File: config.mk
export PLATFORM = sky130hd
export DESIGN_NAME = port_phy_loop_and_mode_status
export DESIGN_NICKNAME = d
export VERILOG_FILES = /design/src/rtl/port_phy_pkg.sv /design/src/rtl/port_phy_loop_and_mode_status.sv /design/src/rtl/port_loop_reg.sv
export SDC_FILE = /design/constraint.sdc
export NUM_CORES = 1
export LEC_CHECK = 0
export BUFFER_PORTS_ARGS = -buffer_cell sky130_fd_sc_hd__buf_2
export CORE_UTILIZATION = 49
export DETAILED_ROUTE_END_ITERATION = 6
export PLACE_DENSITY = 0.86
export SETUP_SLACK_MARGIN = 0.4
export SYNTH_ARGS = -nofsm -noshare
export SYNTH_HDL_FRONTEND = slang
export SYNTH_SLANG_ARGS = --single-unit
File: constraint.sdc
create_clock -name clk_sys_i -period 1.9 [get_ports clk_sys_i]
set_input_delay 0.38 -clock clk_sys_i [delete_from_list [all_inputs] [get_ports clk_sys_i]]
set_output_delay 0.38 -clock clk_sys_i [all_outputs]
set_load 0.02 [all_outputs]
File: src/rtl/port_phy_pkg.sv
// constants for the per-port transceiver loop / isolation / mode registers
// assumes an 8-bit register access path with byte-wide offsets
package port_phy_pkg;
   localparam int NUM_PORTS = 4;
   localparam logic [7:0] PORT1_PHY_LOOP_MODE_STATUS = 8'h1f;
   localparam logic [7:0] PORT2_PHY_LOOP_MODE_STATUS = 8'h2f;
   localparam logic [7:0] PORT3_PHY_LOOP_MODE_STATUS = 8'h3f;
   localparam logic [7:0] PORT4_PHY_LOOP_MODE_STATUS = 8'h4f;
   localparam logic [7:0] PORT5_SLOT_RESERVED = 8'h5f;
   localparam logic [7:0] REG_STRIDE = 8'h10;
   localparam int LOOP_BIT = 7;
   localparam int ISOLATE_BIT = 6;
   localparam int MODE_MSB = 2;
   localparam logic LOOP_RESET = 1'h0;
   localparam logic ISOLATE_RESET = 1'h0;
   localparam int VLAN_IDENTIFIER_W = 12;
   localparam logic [VLAN_IDENTIFIER_W-1:0] VLAN_IDENTIFIER_RESET = 12'h001;
   typedef enum logic [2:0] {
      MODE_RSVD0 = 3'b000,
      MODE_AN_BUSY = 3'b001,
      MODE_10_HALF = 3'b010,
      MODE_100_HALF = 3'b011,
      MODE_RSVD4 = 3'b100,
      MODE_10_FULL = 3'b101,
      MODE_100_FULL = 3'b110,
      MODE_RSVD7 = 3'b111
   } port_mode_t;
endpackage

File: src/rtl/port_phy_loop_and_mode_status.sv
// register bank: per-port transceiver loop, isolation and resolved mode,
// plus default vlan identifier selection for untagged traffic
// assumes single-cycle read/write strobes on both access paths, clk_sys_i domain
`timescale 1ns/1ps
// How it works
// [RL1] ports one to four each own a register, 0x10 apart; fifth slot reads zero.
// [RL2] bit seven loops the port's transceiver traffic back; zero is normal; resets zero.
// [RL3] looped port turns monitor-port frames around in its medium attachment layer.
// [RL4] bit seven in each port's register enables loopback on that port only.
// [RL5] isolation bit set disconnects the transceiver from its media interface and line.
// [RL6] bits two to zero report resolved mode with the listed codes.
// [RL7] after reset the mode field reads negotiation-in-progress until resolved.
// [RL8] default vlan identifier tags untagged egress and labels untagged ingress lookup.
// [RL9] these registers are also read and written over the management serial path.
module port_phy_loop_and_mode_status (
   input wire logic clk_sys_i,
   input wire logic rst_n_i,
   input wire logic [7:0] acc_addr_i,
   input wire logic acc_wr_i,
   input wire logic acc_rd_i,
   input wire logic [7:0] acc_wdata_i,
   output logic [7:0] acc_rdata_o,
   output logic acc_rvalid_o,
   input wire logic [7:0] miim_addr_i,
   input wire logic miim_wr_i,
   input wire logic miim_rd_i,
   input wire logic [7:0] miim_wdata_i,
   output logic [7:0] miim_rdata_o,
   output logic miim_rvalid_o,
   input wire logic [3:0] an_done_i,
   input wire logic [3:0] speed_100_i,
   input wire logic [3:0] full_duplex_i,
   output logic [3:0] transceiver_line_return_o,
   output logic [3:0] isolate_o,
   input wire logic [47:0] default_vlan_identifier_i,
   input wire logic [1:0] ingress_port_i,
   input wire logic ingress_untagged_i,
   input wire logic [11:0] ingress_vlan_identifier_i,
   output logic [11:0] lookup_vlan_identifier_o,
   output logic [11:0] egress_tag_vlan_identifier_o
);
   logic [7:0] port_val [4];
   logic [3:0] port_wr;
   logic miim_wr_go;
   logic [7:0] wr_addr;
   logic [7:0] wr_data;
   logic [7:0] next_acc_rdata;
   logic [7:0] next_miim_rdata;
   logic [11:0] next_lookup_vlan_identifier;
   logic [11:0] next_egress_vlan_identifier;
   logic [11:0] port_vlan_identifier;

   // register-path write beats a same-cycle management write
   assign miim_wr_go = miim_wr_i && !acc_wr_i; // see [RL9]
   assign wr_addr = acc_wr_i ? acc_addr_i : miim_addr_i;
   assign wr_data = acc_wr_i ? acc_wdata_i : miim_wdata_i;

   genvar gi;
   generate
      for (gi = 0; gi < port_phy_pkg::NUM_PORTS; gi++) begin : g_port
         localparam logic [7:0] OFS = port_phy_pkg::PORT1_PHY_LOOP_MODE_STATUS
            + 8'(gi) * port_phy_pkg::REG_STRIDE;
         assign port_wr[gi] = (acc_wr_i || miim_wr_go) && (wr_addr == OFS); // see [RL1] [RL4]
         port_loop_reg u_reg (
            .clk_sys_i(clk_sys_i),
            .rst_n_i(rst_n_i),
            .wr_i(port_wr[gi]),
            .wdata_i(wr_data),
            .an_done_i(an_done_i[gi]),
            .speed_100_i(speed_100_i[gi]),
            .full_duplex_i(full_duplex_i[gi]),
            .loop_o(transceiver_line_return_o[gi]), // see [RL3]
            .isolate_o(isolate_o[gi]),
            .value_o(port_val[gi])
         );
      end
   endgenerate

   function automatic logic [7:0] read_mux(input logic [7:0] addr,
         input logic [7:0] v0, input logic [7:0] v1,
         input logic [7:0] v2, input logic [7:0] v3);
      logic [7:0] r;
      r = 8'h00;
      if (addr == port_phy_pkg::PORT1_PHY_LOOP_MODE_STATUS) begin
         r = v0;
      end else if (addr == port_phy_pkg::PORT2_PHY_LOOP_MODE_STATUS) begin
         r = v1;
      end else if (addr == port_phy_pkg::PORT3_PHY_LOOP_MODE_STATUS) begin
         r = v2;
      end else if (addr == port_phy_pkg::PORT4_PHY_LOOP_MODE_STATUS) begin
         r = v3;
      end else begin
         r = 8'h00; // see [RL1]
      end
      return r;
   endfunction

   always_comb begin
      next_acc_rdata = acc_rd_i ?
         read_mux(acc_addr_i, port_val[0], port_val[1], port_val[2], port_val[3]) : acc_rdata_o;
      next_miim_rdata = miim_rd_i ?
         read_mux(miim_addr_i, port_val[0], port_val[1], port_val[2], port_val[3]) :
         miim_rdata_o; // see [RL9]
      port_vlan_identifier = default_vlan_identifier_i[
         ingress_port_i*port_phy_pkg::VLAN_IDENTIFIER_W +: port_phy_pkg::VLAN_IDENTIFIER_W];
      // untagged frames take the ingress port's default identifier
      next_lookup_vlan_identifier = ingress_untagged_i ? port_vlan_identifier :
         ingress_vlan_identifier_i; // see [RL8]
      next_egress_vlan_identifier = port_vlan_identifier; // see [RL8]
   end

   always_ff @(posedge clk_sys_i or negedge rst_n_i) begin
      if (!rst_n_i) begin
         acc_rdata_o <= 8'h00;
         acc_rvalid_o <= 1'b0;
         miim_rdata_o <= 8'h00;
         miim_rvalid_o <= 1'b0;
         lookup_vlan_identifier_o <= port_phy_pkg::VLAN_IDENTIFIER_RESET;
         egress_tag_vlan_identifier_o <= port_phy_pkg::VLAN_IDENTIFIER_RESET;
      end else begin
         acc_rdata_o <= next_acc_rdata;
         acc_rvalid_o <= acc_rd_i;
         miim_rdata_o <= next_miim_rdata;
         miim_rvalid_o <= miim_rd_i;
         lookup_vlan_identifier_o <= next_lookup_vlan_identifier;
         egress_tag_vlan_identifier_o <= next_egress_vlan_identifier;
      end
   end

   // control bits written over either path
   a_loop_write_port1: assert property (@(posedge clk_sys_i) disable iff (!rst_n_i) // see [RL2]
      acc_wr_i && acc_addr_i == port_phy_pkg::PORT1_PHY_LOOP_MODE_STATUS
      |=> transceiver_line_return_o[0] == $past(acc_wdata_i[port_phy_pkg::LOOP_BIT]))
      else $error("port1 loop bit did not follow write");
   a_loop_hold: assert property (@(posedge clk_sys_i) disable iff (!rst_n_i) // see [RL2]
      !acc_wr_i && !miim_wr_i
      |=> $stable(transceiver_line_return_o))
      else $error("loop bits changed without a write");
   a_loop_port4_only: assert property (@(posedge clk_sys_i) disable iff (!rst_n_i) // see [RL4]
      acc_wr_i && acc_addr_i == port_phy_pkg::PORT4_PHY_LOOP_MODE_STATUS
      |=> transceiver_line_return_o[2:0] == $past(transceiver_line_return_o[2:0]))
      else $error("port4 write disturbed other ports");
   a_isolate_write: assert property (@(posedge clk_sys_i) disable iff (!rst_n_i) // see [RL5]
      acc_wr_i && acc_addr_i == port_phy_pkg::PORT2_PHY_LOOP_MODE_STATUS
      |=> isolate_o[1] == $past(acc_wdata_i[port_phy_pkg::ISOLATE_BIT]))
      else $error("isolation bit did not follow write");
   a_isolate_port3: assert property (@(posedge clk_sys_i) disable iff (!rst_n_i) // see [RL5]
      acc_wr_i && acc_addr_i == port_phy_pkg::PORT3_PHY_LOOP_MODE_STATUS
      |=> isolate_o[2] == $past(acc_wdata_i[port_phy_pkg::ISOLATE_BIT]))
      else $error("port3 isolation bit did not follow write");
   a_reserved_write_kept: assert property (@(posedge clk_sys_i) disable iff (!rst_n_i) // see [RL1]
      acc_wr_i && !miim_wr_i && acc_addr_i == port_phy_pkg::PORT5_SLOT_RESERVED
      |=> $stable(transceiver_line_return_o) && $stable(isolate_o))
      else $error("reserved slot write changed a port");
   a_write_collision: assert property (@(posedge clk_sys_i) disable iff (!rst_n_i) // see [RL9]
      acc_wr_i && miim_wr_i && acc_addr_i == port_phy_pkg::PORT2_PHY_LOOP_MODE_STATUS
      |=> isolate_o[1] == $past(acc_wdata_i[port_phy_pkg::ISOLATE_BIT]))
      else $error("register-path write lost to management write");
   a_miim_write: assert property (@(posedge clk_sys_i) disable iff (!rst_n_i) // see [RL9]
      miim_wr_i && !acc_wr_i && miim_addr_i == port_phy_pkg::PORT2_PHY_LOOP_MODE_STATUS
      |=> transceiver_line_return_o[1] == $past(miim_wdata_i[port_phy_pkg::LOOP_BIT]))
      else $error("management write not applied");

   // read answers, one cycle after the strobe
   a_reserved_slot_zero: assert property (@(posedge clk_sys_i) disable iff (!rst_n_i) // see [RL1]
      acc_rd_i && acc_addr_i == port_phy_pkg::PORT5_SLOT_RESERVED
      |=> acc_rvalid_o && acc_rdata_o == 8'h00)
      else $error("reserved slot read not zero");
   a_read_port3: assert property (@(posedge clk_sys_i) disable iff (!rst_n_i) // see [RL1]
      acc_rd_i && acc_addr_i == port_phy_pkg::PORT3_PHY_LOOP_MODE_STATUS
      |=> acc_rdata_o == $past(port_val[2]))
      else $error("port3 read data wrong");
   a_acc_rvalid_pulse: assert property (@(posedge clk_sys_i) disable iff (!rst_n_i) // see [RL1]
      acc_rvalid_o == $past(acc_rd_i))
      else $error("register-path read valid not one cycle after strobe");
   a_miim_read_port2: assert property (@(posedge clk_sys_i) disable iff (!rst_n_i) // see [RL9]
      miim_rd_i && miim_addr_i == port_phy_pkg::PORT2_PHY_LOOP_MODE_STATUS
      |=> miim_rvalid_o && miim_rdata_o == $past(port_val[1]))
      else $error("management read data wrong");
   a_miim_rvalid_pulse: assert property (@(posedge clk_sys_i) disable iff (!rst_n_i) // see [RL9]
      miim_rvalid_o == $past(miim_rd_i))
      else $error("management read valid not one cycle after strobe");

   // resolved-mode field
   a_mode_pending: assert property (@(posedge clk_sys_i) disable iff (!rst_n_i) // see [RL7]
      !an_done_i[0]
      |=> port_val[0][2:0] == port_phy_pkg::MODE_AN_BUSY)
      else $error("mode not pending while negotiating");
   a_mode_10_half: assert property (@(posedge clk_sys_i) disable iff (!rst_n_i) // see [RL6]
      an_done_i[0] && !speed_100_i[0] && !full_duplex_i[0]
      |=> port_val[0][2:0] == port_phy_pkg::MODE_10_HALF)
      else $error("wrong code for 10 half duplex");
   a_mode_100_half: assert property (@(posedge clk_sys_i) disable iff (!rst_n_i) // see [RL6]
      an_done_i[1] && speed_100_i[1] && !full_duplex_i[1]
      |=> port_val[1][2:0] == port_phy_pkg::MODE_100_HALF)
      else $error("wrong code for 100 half duplex");
   a_mode_10_full: assert property (@(posedge clk_sys_i) disable iff (!rst_n_i) // see [RL6]
      an_done_i[2] && !speed_100_i[2] && full_duplex_i[2]
      |=> port_val[2][2:0] == port_phy_pkg::MODE_10_FULL)
      else $error("wrong code for 10 full duplex");
   a_mode_100_full: assert property (@(posedge clk_sys_i) disable iff (!rst_n_i) // see [RL6]
      an_done_i[3] && speed_100_i[3] && full_duplex_i[3]
      |=> port_val[3][2:0] == port_phy_pkg::MODE_100_FULL)
      else $error("wrong code for 100 full duplex");

   // vlan identifier selection
   a_untagged_lookup: assert property (@(posedge clk_sys_i) disable iff (!rst_n_i) // see [RL8]
      ingress_untagged_i && ingress_port_i == 2'h2
      |=> lookup_vlan_identifier_o == $past(default_vlan_identifier_i[35:24]))
      else $error("untagged lookup identifier wrong");
   a_tagged_lookup: assert property (@(posedge clk_sys_i) disable iff (!rst_n_i) // see [RL8]
      !ingress_untagged_i
      |=> lookup_vlan_identifier_o == $past(ingress_vlan_identifier_i))
      else $error("tagged lookup identifier wrong");
   a_egress_default: assert property (@(posedge clk_sys_i) disable iff (!rst_n_i) // see [RL8]
      ingress_port_i == 2'h2
      |=> egress_tag_vlan_identifier_o == $past(default_vlan_identifier_i[35:24]))
      else $error("egress tag identifier wrong");

   c_loop_on: cover property (@(posedge clk_sys_i) disable iff (!rst_n_i)
      $rose(transceiver_line_return_o[0]));
   c_isolate_on: cover property (@(posedge clk_sys_i) disable iff (!rst_n_i)
      $rose(isolate_o[2]));
   c_both_write: cover property (@(posedge clk_sys_i) disable iff (!rst_n_i)
      acc_wr_i && miim_wr_i);
   c_mode_resolved: cover property (@(posedge clk_sys_i) disable iff (!rst_n_i)
      port_val[0][2:0] == port_phy_pkg::MODE_AN_BUSY ##1
      port_val[0][2:0] == port_phy_pkg::MODE_10_HALF);
endmodule

File: src/rtl/port_loop_reg.sv
// one port's loop / isolation control and resolved-mode status register
// assumes transceiver status inputs are synchronous to clk_sys_i
`timescale 1ns/1ps
module port_loop_reg (
   input wire logic clk_sys_i,
   input wire logic rst_n_i,
   input wire logic wr_i,
   input wire logic [7:0] wdata_i,
   input wire logic an_done_i,
   input wire logic speed_100_i,
   input wire logic full_duplex_i,
   output logic loop_o,
   output logic isolate_o,
   output logic [7:0] value_o
);
   logic loop_q;
   logic isolate_q;
   port_phy_pkg::port_mode_t mode_q;
   logic next_loop;
   logic next_isolate;
   port_phy_pkg::port_mode_t next_mode;

   always_comb begin
      next_loop = loop_q;
      next_isolate = isolate_q;
      if (wr_i) begin
         next_loop = wdata_i[port_phy_pkg::LOOP_BIT]; // see [RL2]
         next_isolate = wdata_i[port_phy_pkg::ISOLATE_BIT]; // see [RL5]
      end
      // mode follows negotiation; reserved codes are never produced
      if (!an_done_i) begin
         next_mode = port_phy_pkg::MODE_AN_BUSY; // see [RL7]
      end else begin
         case ({speed_100_i, full_duplex_i}) // see [RL6]
            2'b00: next_mode = port_phy_pkg::MODE_10_HALF;
            2'b10: next_mode = port_phy_pkg::MODE_100_HALF;
            2'b01: next_mode = port_phy_pkg::MODE_10_FULL;
            default: next_mode = port_phy_pkg::MODE_100_FULL;
         endcase
      end
   end

   always_ff @(posedge clk_sys_i or negedge rst_n_i) begin
      if (!rst_n_i) begin
         loop_q <= port_phy_pkg::LOOP_RESET;
         isolate_q <= port_phy_pkg::ISOLATE_RESET;
         mode_q <= port_phy_pkg::MODE_AN_BUSY;
      end else begin
         loop_q <= next_loop;
         isolate_q <= next_isolate;
         mode_q <= next_mode;
      end
   end

   assign loop_o = loop_q;
   assign isolate_o = isolate_q;
   assign value_o = {loop_q, isolate_q, 3'h0, mode_q};
endmodule

==> results.tsv, run 1 <==
metric	value	unit
outcome	finished, final reports clean	
Crit path arrival time	1.61	ns
nature of the critical path endpoint	flop	
antenna cell count	0	
Leak Pwr	0.00193	uW
1st-iter DRT viols	112	
Post-DP HPWL	5.66	mm
Ys Warns	0	
Port-buffer cells	144	
Sum Neg Setup Slack	0	ns
Setup-failing EPs final	0	
Post-Syn Area	0.00303	sq mm
Clock transition at path regs	0.09	ns
reg2reg end	acc_rdata_o[7]	
RSZ-0062 raised after global routing	false	
Via density	5.33	
DR vias	2389	
TritonCTS Buffers	5	
drt total wl	6.93	mm
Die W	80.7	microns
Die Span Y	80.7	microns
post-route ant nets	0	
antenna violations before repair	0	
Post-Syn Instances	235	
largest net degree at the start of global routing	57	
H-tree levels	2	
Final Core Density	0.647	
Top FF cell, synth	dfrtp_1	
final hold viol count	0	
Avg WL per Cell	15.5	microns
row count	28	
Clk Latency, worst-skew pair	0.30	ns
clk sink count	56	
vias in the first global route	2438	
worst ir drop on vdd	0.380	mV
post-CTS setup buffers	0	
synth top area cells	dfrtp_1 (41%), mux4_2 (8.9%), mux2_4 (6.9%)	
CP Launch Type	input port	
Boundary Pins	163	
async set-reset flop share out of synthesis	1.00	
Synth cell types	41	
Final #Nets	497	
CTS Hold Bufs	0	
R2R cell count	4	
Avg Inst Size Synth	12.9	sq um
worst endpoint required time	2.08	ns
register-to-register setup slack	0.60	ns
1st-pass router iterations	4	
Area Growth Syn to Fin	27.2	%
post_cts resized	0	
Tot Pwr	2540	uW
maximum clock rate	0.703	GHz
Crit Path Class	in2reg	
final period utilization	0.749	
number of flops mapped to enable cells by yosys	0	
post-synth top area cell	dfrtp_1	
grt total ovfl	0	
Hold Crit Class	in2async	
Final GP Congestion	0.893	
CTS tree	built	
CP max FO	15	
CTS Root Cell	clkbuf_8	
CTS max path bufs	2	
minimum clock period	1.42	ns
max cap viols	0	
share of the synthesized area in the top cell type	0.413	
core area	0.00596	sq mm
drt drc	0	
die area	0.00651	sq mm
R2R Path Start	g_port[1].u_reg.loop_o	
Seq/Total Area, Yosys	0.465	
gr usage total	0.220	
starting density of the core	0.509	
first-pass GRT wire length	10.7	mm
Yosys reg bits	56	
max-slew violation count	0	
Clock Skew	0.00630	ns
share of cells above drive strength 1	0.555	
PwrDens	658	mW/mm^2
-- cell families (layout without fill, tap and decap cells) --
logic type,after synthesis,in the layout,synth area share
AND/OR/NAND/NOR,40,40,0.109
AO/OA/AOI/OAI,49,49,0.113
flip-flops,56,56,0.465
adder cells (fa/ha/maj),12,12,0.0495
buffers and inverters,43,176,0.0751
multiplexers,34,34,0.188
other,1,6,0.00124
-- worst max path at each step --
stage / from / end / slack [ns]
finish: acc_addr_i[5] / g_port[3].u_reg.isolate_o / 0.48
global route: ingress_port_i[0] / lookup_vlan_identifier_o[10] / 0.44
CTS: ingress_port_i[0] / lookup_vlan_identifier_o[10] / 0.49
detailed placement: ingress_port_i[0] / lookup_vlan_identifier_o[10] / 0.17
global placement: acc_addr_i[5] / g_port[3].u_reg.loop_o / 0.18
floorplan: miim_addr_i[3] / g_port[3].u_reg.isolate_o / 0.44
-- Yosys cell counts (2+ instances only) --
cell / instances
mux4_2: 12
nor2b_1: 6
a221oi_1: 5
dfstp_2: 6
a22oi_1: 5
dfrtp_1: 50
buf_4: 15
mux2_1: 4
buf_1: 3
ha_1: 12
o21a_1: 10
nand2_1: 6
nor3b_1: 2
mux2_2: 4
nor2_1: 3
and4bb_2: 5
a31o_2: 2
a21oi_1: 5
nand2b_1: 6
a31oi_1: 5
and4_1: 2
o22ai_1: 10
mux2_4: 14
inv_1: 20
o21ai_0: 5
nand4bb_1: 2
clkbuf_1: 2
-- area by class of cell --
type / instances / area [sq um]
flip-flops and latches: 56 / 1410
clock buffers: 6 / 82.6
clock inverters: 2 / 10.0
multi-input cells: 141 / 1420
repair buffers: 148 / 763
inverters: 20 / 75.1
fillers: 476 / 2100
well taps: 75 / 93.8
-- worst max-delay path, stage by stage --
cell and delay [ns]:
buf_2 0.19, nor3b_2 0.35, and4_1 0.24, a31o_2 0.14, mux2_4 0.30
-- power breakdown --
group / switching, uW / total (uW) / leakage [uW] / internal [uW]
sequential: 39.3 / 1320 / 0.000693 / 1280
combinational: 303 / 563 / 0.00119 / 260
clock: 359 / 651 / 0.0000510 / 292
total: 701 / 2540 / 0.00193 / 1840
-- state kept, by name, summed over array words and instances, names as in the netlist --
name / cells
acc_rdata_o: 5
acc_rvalid_o: 1
egress_tag_vlan_identifier_o: 12
g_port.u_reg.isolate_o: 4
g_port.u_reg.loop_o: 4
g_port.u_reg.mode_q: 12
lookup_vlan_identifier_o: 12
miim_rdata_o: 5
miim_rvalid_o: 1
-- metal layers --
layer  track usage  share of wire
met1         0.221           0.33
met2         0.443           0.58
met3        0.0420          0.078
met4        0.0714          0.017
met5             0              0
-- layout by cell type, fill, tap and decap left out, drive strengths merged, types with 6 or more instances in the layout --
cell / synthesis / final
clkbuf: 3 / 6
a21oi: 6 / 6
o22ai: 10 / 10
o21a: 10 / 10
mux4: 12 / 12
conb: 1 / 6
nand2b: 6 / 6
nor2b: 6 / 6
buf: 20 / 148
nand2: 6 / 6
inv: 20 / 20
ha: 12 / 12
mux2: 22 / 22
dfstp: 6 / 6
dfrtp: 50 / 50
-- stage by stage --
stage	hold WS, ns	instance area [sq um]	setup WS, ns	instances
after global placement	0.396	3760	0.182	440
after detailed placement	0.402	3760	0.168	440
after CTS	0.0673	3860	0.492	448
after global routing	0.0599	3860	0.445	448
final	0.0568	3860	0.477	448
after floorplan	0.0844	3060	0.440	240
No activity file was read; power rests on OpenSTA's default activity.
==> inputs of run 2 (changes only) <==
--- a/config.mk
+++ b/config.mk
@@ -6,9 +6,9 @@
 export NUM_CORES = 1
 export LEC_CHECK = 0
 export BUFFER_PORTS_ARGS = -buffer_cell sky130_fd_sc_hd__buf_2
-export CORE_UTILIZATION = 49
+export CORE_UTILIZATION = 41
 export DETAILED_ROUTE_END_ITERATION = 6
-export PLACE_DENSITY = 0.86
+export PLACE_DENSITY = 0.77
 export SETUP_SLACK_MARGIN = 0.4
 export SYNTH_ARGS = -nofsm -noshare
 export SYNTH_HDL_FRONTEND = slang
==> constraint.sdc (replaced) <==
create_clock -name clk_sys_i -period 1.25 [get_ports clk_sys_i]
set_input_delay 0.25 -clock clk_sys_i [delete_from_list [all_inputs] [get_ports clk_sys_i]]
set_output_delay 0.25 -clock clk_sys_i [all_outputs]
set_load 0.02 [all_outputs]
==> results.tsv, run 2 (synthesis results as in run 1) <==
metric	value	unit	change
Crit Path Class	reg2reg		
final period utilization	1.01		
Global Route met3 Usage	0.0509		+0.00885
Top Registers	egress_tag_vlan_identifier_o: 12 flops, g_port.u_reg.mode_q: 12 flops, lookup_vlan_identifier_o: 12 flops		
vias in the first global route	2722		+12%
Setup WS post-layout	-0.0128	ns	-0.489 ns
Clock transition at path regs	0.10	ns	about the same
drt drc	0		unchanged
Area Growth Syn to Fin	57.0	%	
final hold viol count	0		unchanged
1st-iter DRT viols	82		-27%
Tot Pwr	4300	uW	+69%
CP Launch Type	flop		
Hold Crit Class	in2reg		
commonest cells after routing, fill and taps aside	buf_2 (96), buf_6 (53), dfrtp_1 (49), buf_4 (38)		
area of the multi-input gates	0.00158	sq mm	+11%
commonest non-fill, non-tap cell in the layout	buf_2		
grt total ovfl	0		unchanged
Avg WL per Cell	15.8	microns	+2.0%
Boundary Pins	163		unchanged
met2 GRT Util	0.433		-0.00982
R2R Path Start	g_port[1].u_reg.isolate_o		
Filler cells	525		+10%
clk sink count	56		unchanged
placed cell area	0.00398	sq mm	+5.8%
gr usage total	0.211		-0.00911
CTS max path bufs	2		unchanged
die area	0.00774	sq mm	+19%
Crit path arrival time	1.45	ns	-0.16 ns
GR Layer Usage met1	0.200		-0.0205
CTS Root Cell	clkbuf_8		
core area	0.00698	sq mm	+17%
PwrDens	903	mW/mm^2	+37%
Final GP Congestion	0.831		-7.0%
outcome	complete, but fails checks		
worst ir drop on vdd	0.494	mV	+30%
TritonCTS Buffers	5		unchanged
Storage cell area	0.00141	sq mm	about the same
Final #Nets	542		+9.1%
Die W	88.0	microns	+9.1%
Inst Count DP	480		+9.1%
max-slew violation count	0		unchanged
post-route ant nets	0		unchanged
share of cells above drive strength 1	0.641		+0.0862
DR vias	2628		+10%
Via density	5.11		-4.1%
Die Span Y	88.0	microns	+9.1%
Clock Skew	0.00765	ns	+0.00135 ns
RSZ-0062 raised after global routing	true		
first-pass GRT wire length	12.3	mm	+15%
Port-buffer cells	144		unchanged
largest net degree at the start of global routing	57		unchanged
Post-DP HPWL	5.87	mm	+3.7%
Sum Neg Setup Slack	-0.0128	ns	-0.0128 ns
Hold Crit Start	an_done_i[3]		
antenna violations before repair	0		unchanged
1st-pass router iterations	6		+2
worst endpoint required time	1.44	ns	-0.64 ns
minimum clock period	1.26	ns	
CP startpoint	g_port[1].u_reg.isolate_o		
maximum clock rate	0.792	GHz	
CTS tree	built		
starting density of the core	0.434		-0.0748
nature of the critical path endpoint	flop		
CP max FO	3		-12
drt total wl	8.11	mm	+17%
failing checks	setup timing		
Clk Latency, worst-skew pair	0.31	ns	about the same
H-tree levels	2		unchanged
final cell count without fillers	514		+15%
Setup-failing EPs final	1		+1
Most Crowded Layer GR	met2		
antenna cell count	0		unchanged
max cap viols	0		unchanged
Finished Cell Area	0.00476	sq mm	+23%
Leak Pwr	0.00232	uW	+20%
row count	30		+7.1%
run 2: changes by cell type in the layout (fill, tap and decap cells not counted), sizes merged:
cell,previous run,this run
buf,148,192
clkinv,2,1
dlygate4sd3,0,1
inv,20,21
run 2: path summary, 6_finish.rpt:
path                                                to  slack (ns)  depth (start not counted)
min reg2reg                             acc_rdata_o[1]        0.52                          1
min                          g_port[3].u_reg.mode_q[0]        0.08                          2
max in group asynchronous  lookup_vlan_identifier_o[0]        0.48                          3
max reg2reg                            miim_rdata_o[6]       -0.01                          6
max                                    miim_rdata_o[6]       -0.01                          6
min in group asynchronous       g_port[1].u_reg.loop_o        0.45                          3
run 2: final cells by class:
| cell class | count | area share |
|---|---|---|
| clock buffers | 6 | 0.0173 |
| multi-input cells | 141 | 0.332 |
| clock inverters | 2 | 0.00289 |
| flip-flops and latches | 56 | 0.296 |
| well taps | 96 | 0.0252 |
| inverters | 20 | 0.0158 |
| repair buffers | 193 | 0.311 |
run 2: timing repair:
item / in CTS / in global routing
hold endpoints to repair: 50 / 0
gates cloned: 1 / 0
pin swaps: 3 / 3
hold buffers: 1 / 0
resized for setup: 113 / 12
endpoints found under the setup margin: 76 / 78
buffers inserted: 18 / 6
run 2: critical path, stage by stage, from the launching register on:
cell	delay [ns]
dfrtp_1	0.42
buf_6	0.13
buf_6	0.11
a21oi_2	0.10
a31oi_1	0.06
a22oi_1	0.23
o22ai_1	0.10
run 2: power by group:
part	switching [uW]	internal, uW	leakage [uW]	total, uW
Clock	605	455	0.0000516	1060
Sequential	77.6	1950	0.000692	2030
Combinational	530	676	0.00157	1210
Total	1210	3080	0.00232	4300
run 2: per-layer routing:
layer  share of wire  wire length [microns]
met1            0.34                   2730
met2            0.58                   4690
met3           0.066                    536
met4           0.020                    164
met5               0                      0
run 2: stage by stage:
step	setup WS, ns	hold WS, ns	utilization
finish	-0.0128	0.0806	0.682
global route	-0.0750	0.0820	0.682
CTS	0.0267	0.0743	0.667
detailed placement	-0.244	0.272	0.570
global placement	-0.192	0.267	0.570
floorplan	-0.0771	-0.0456	-
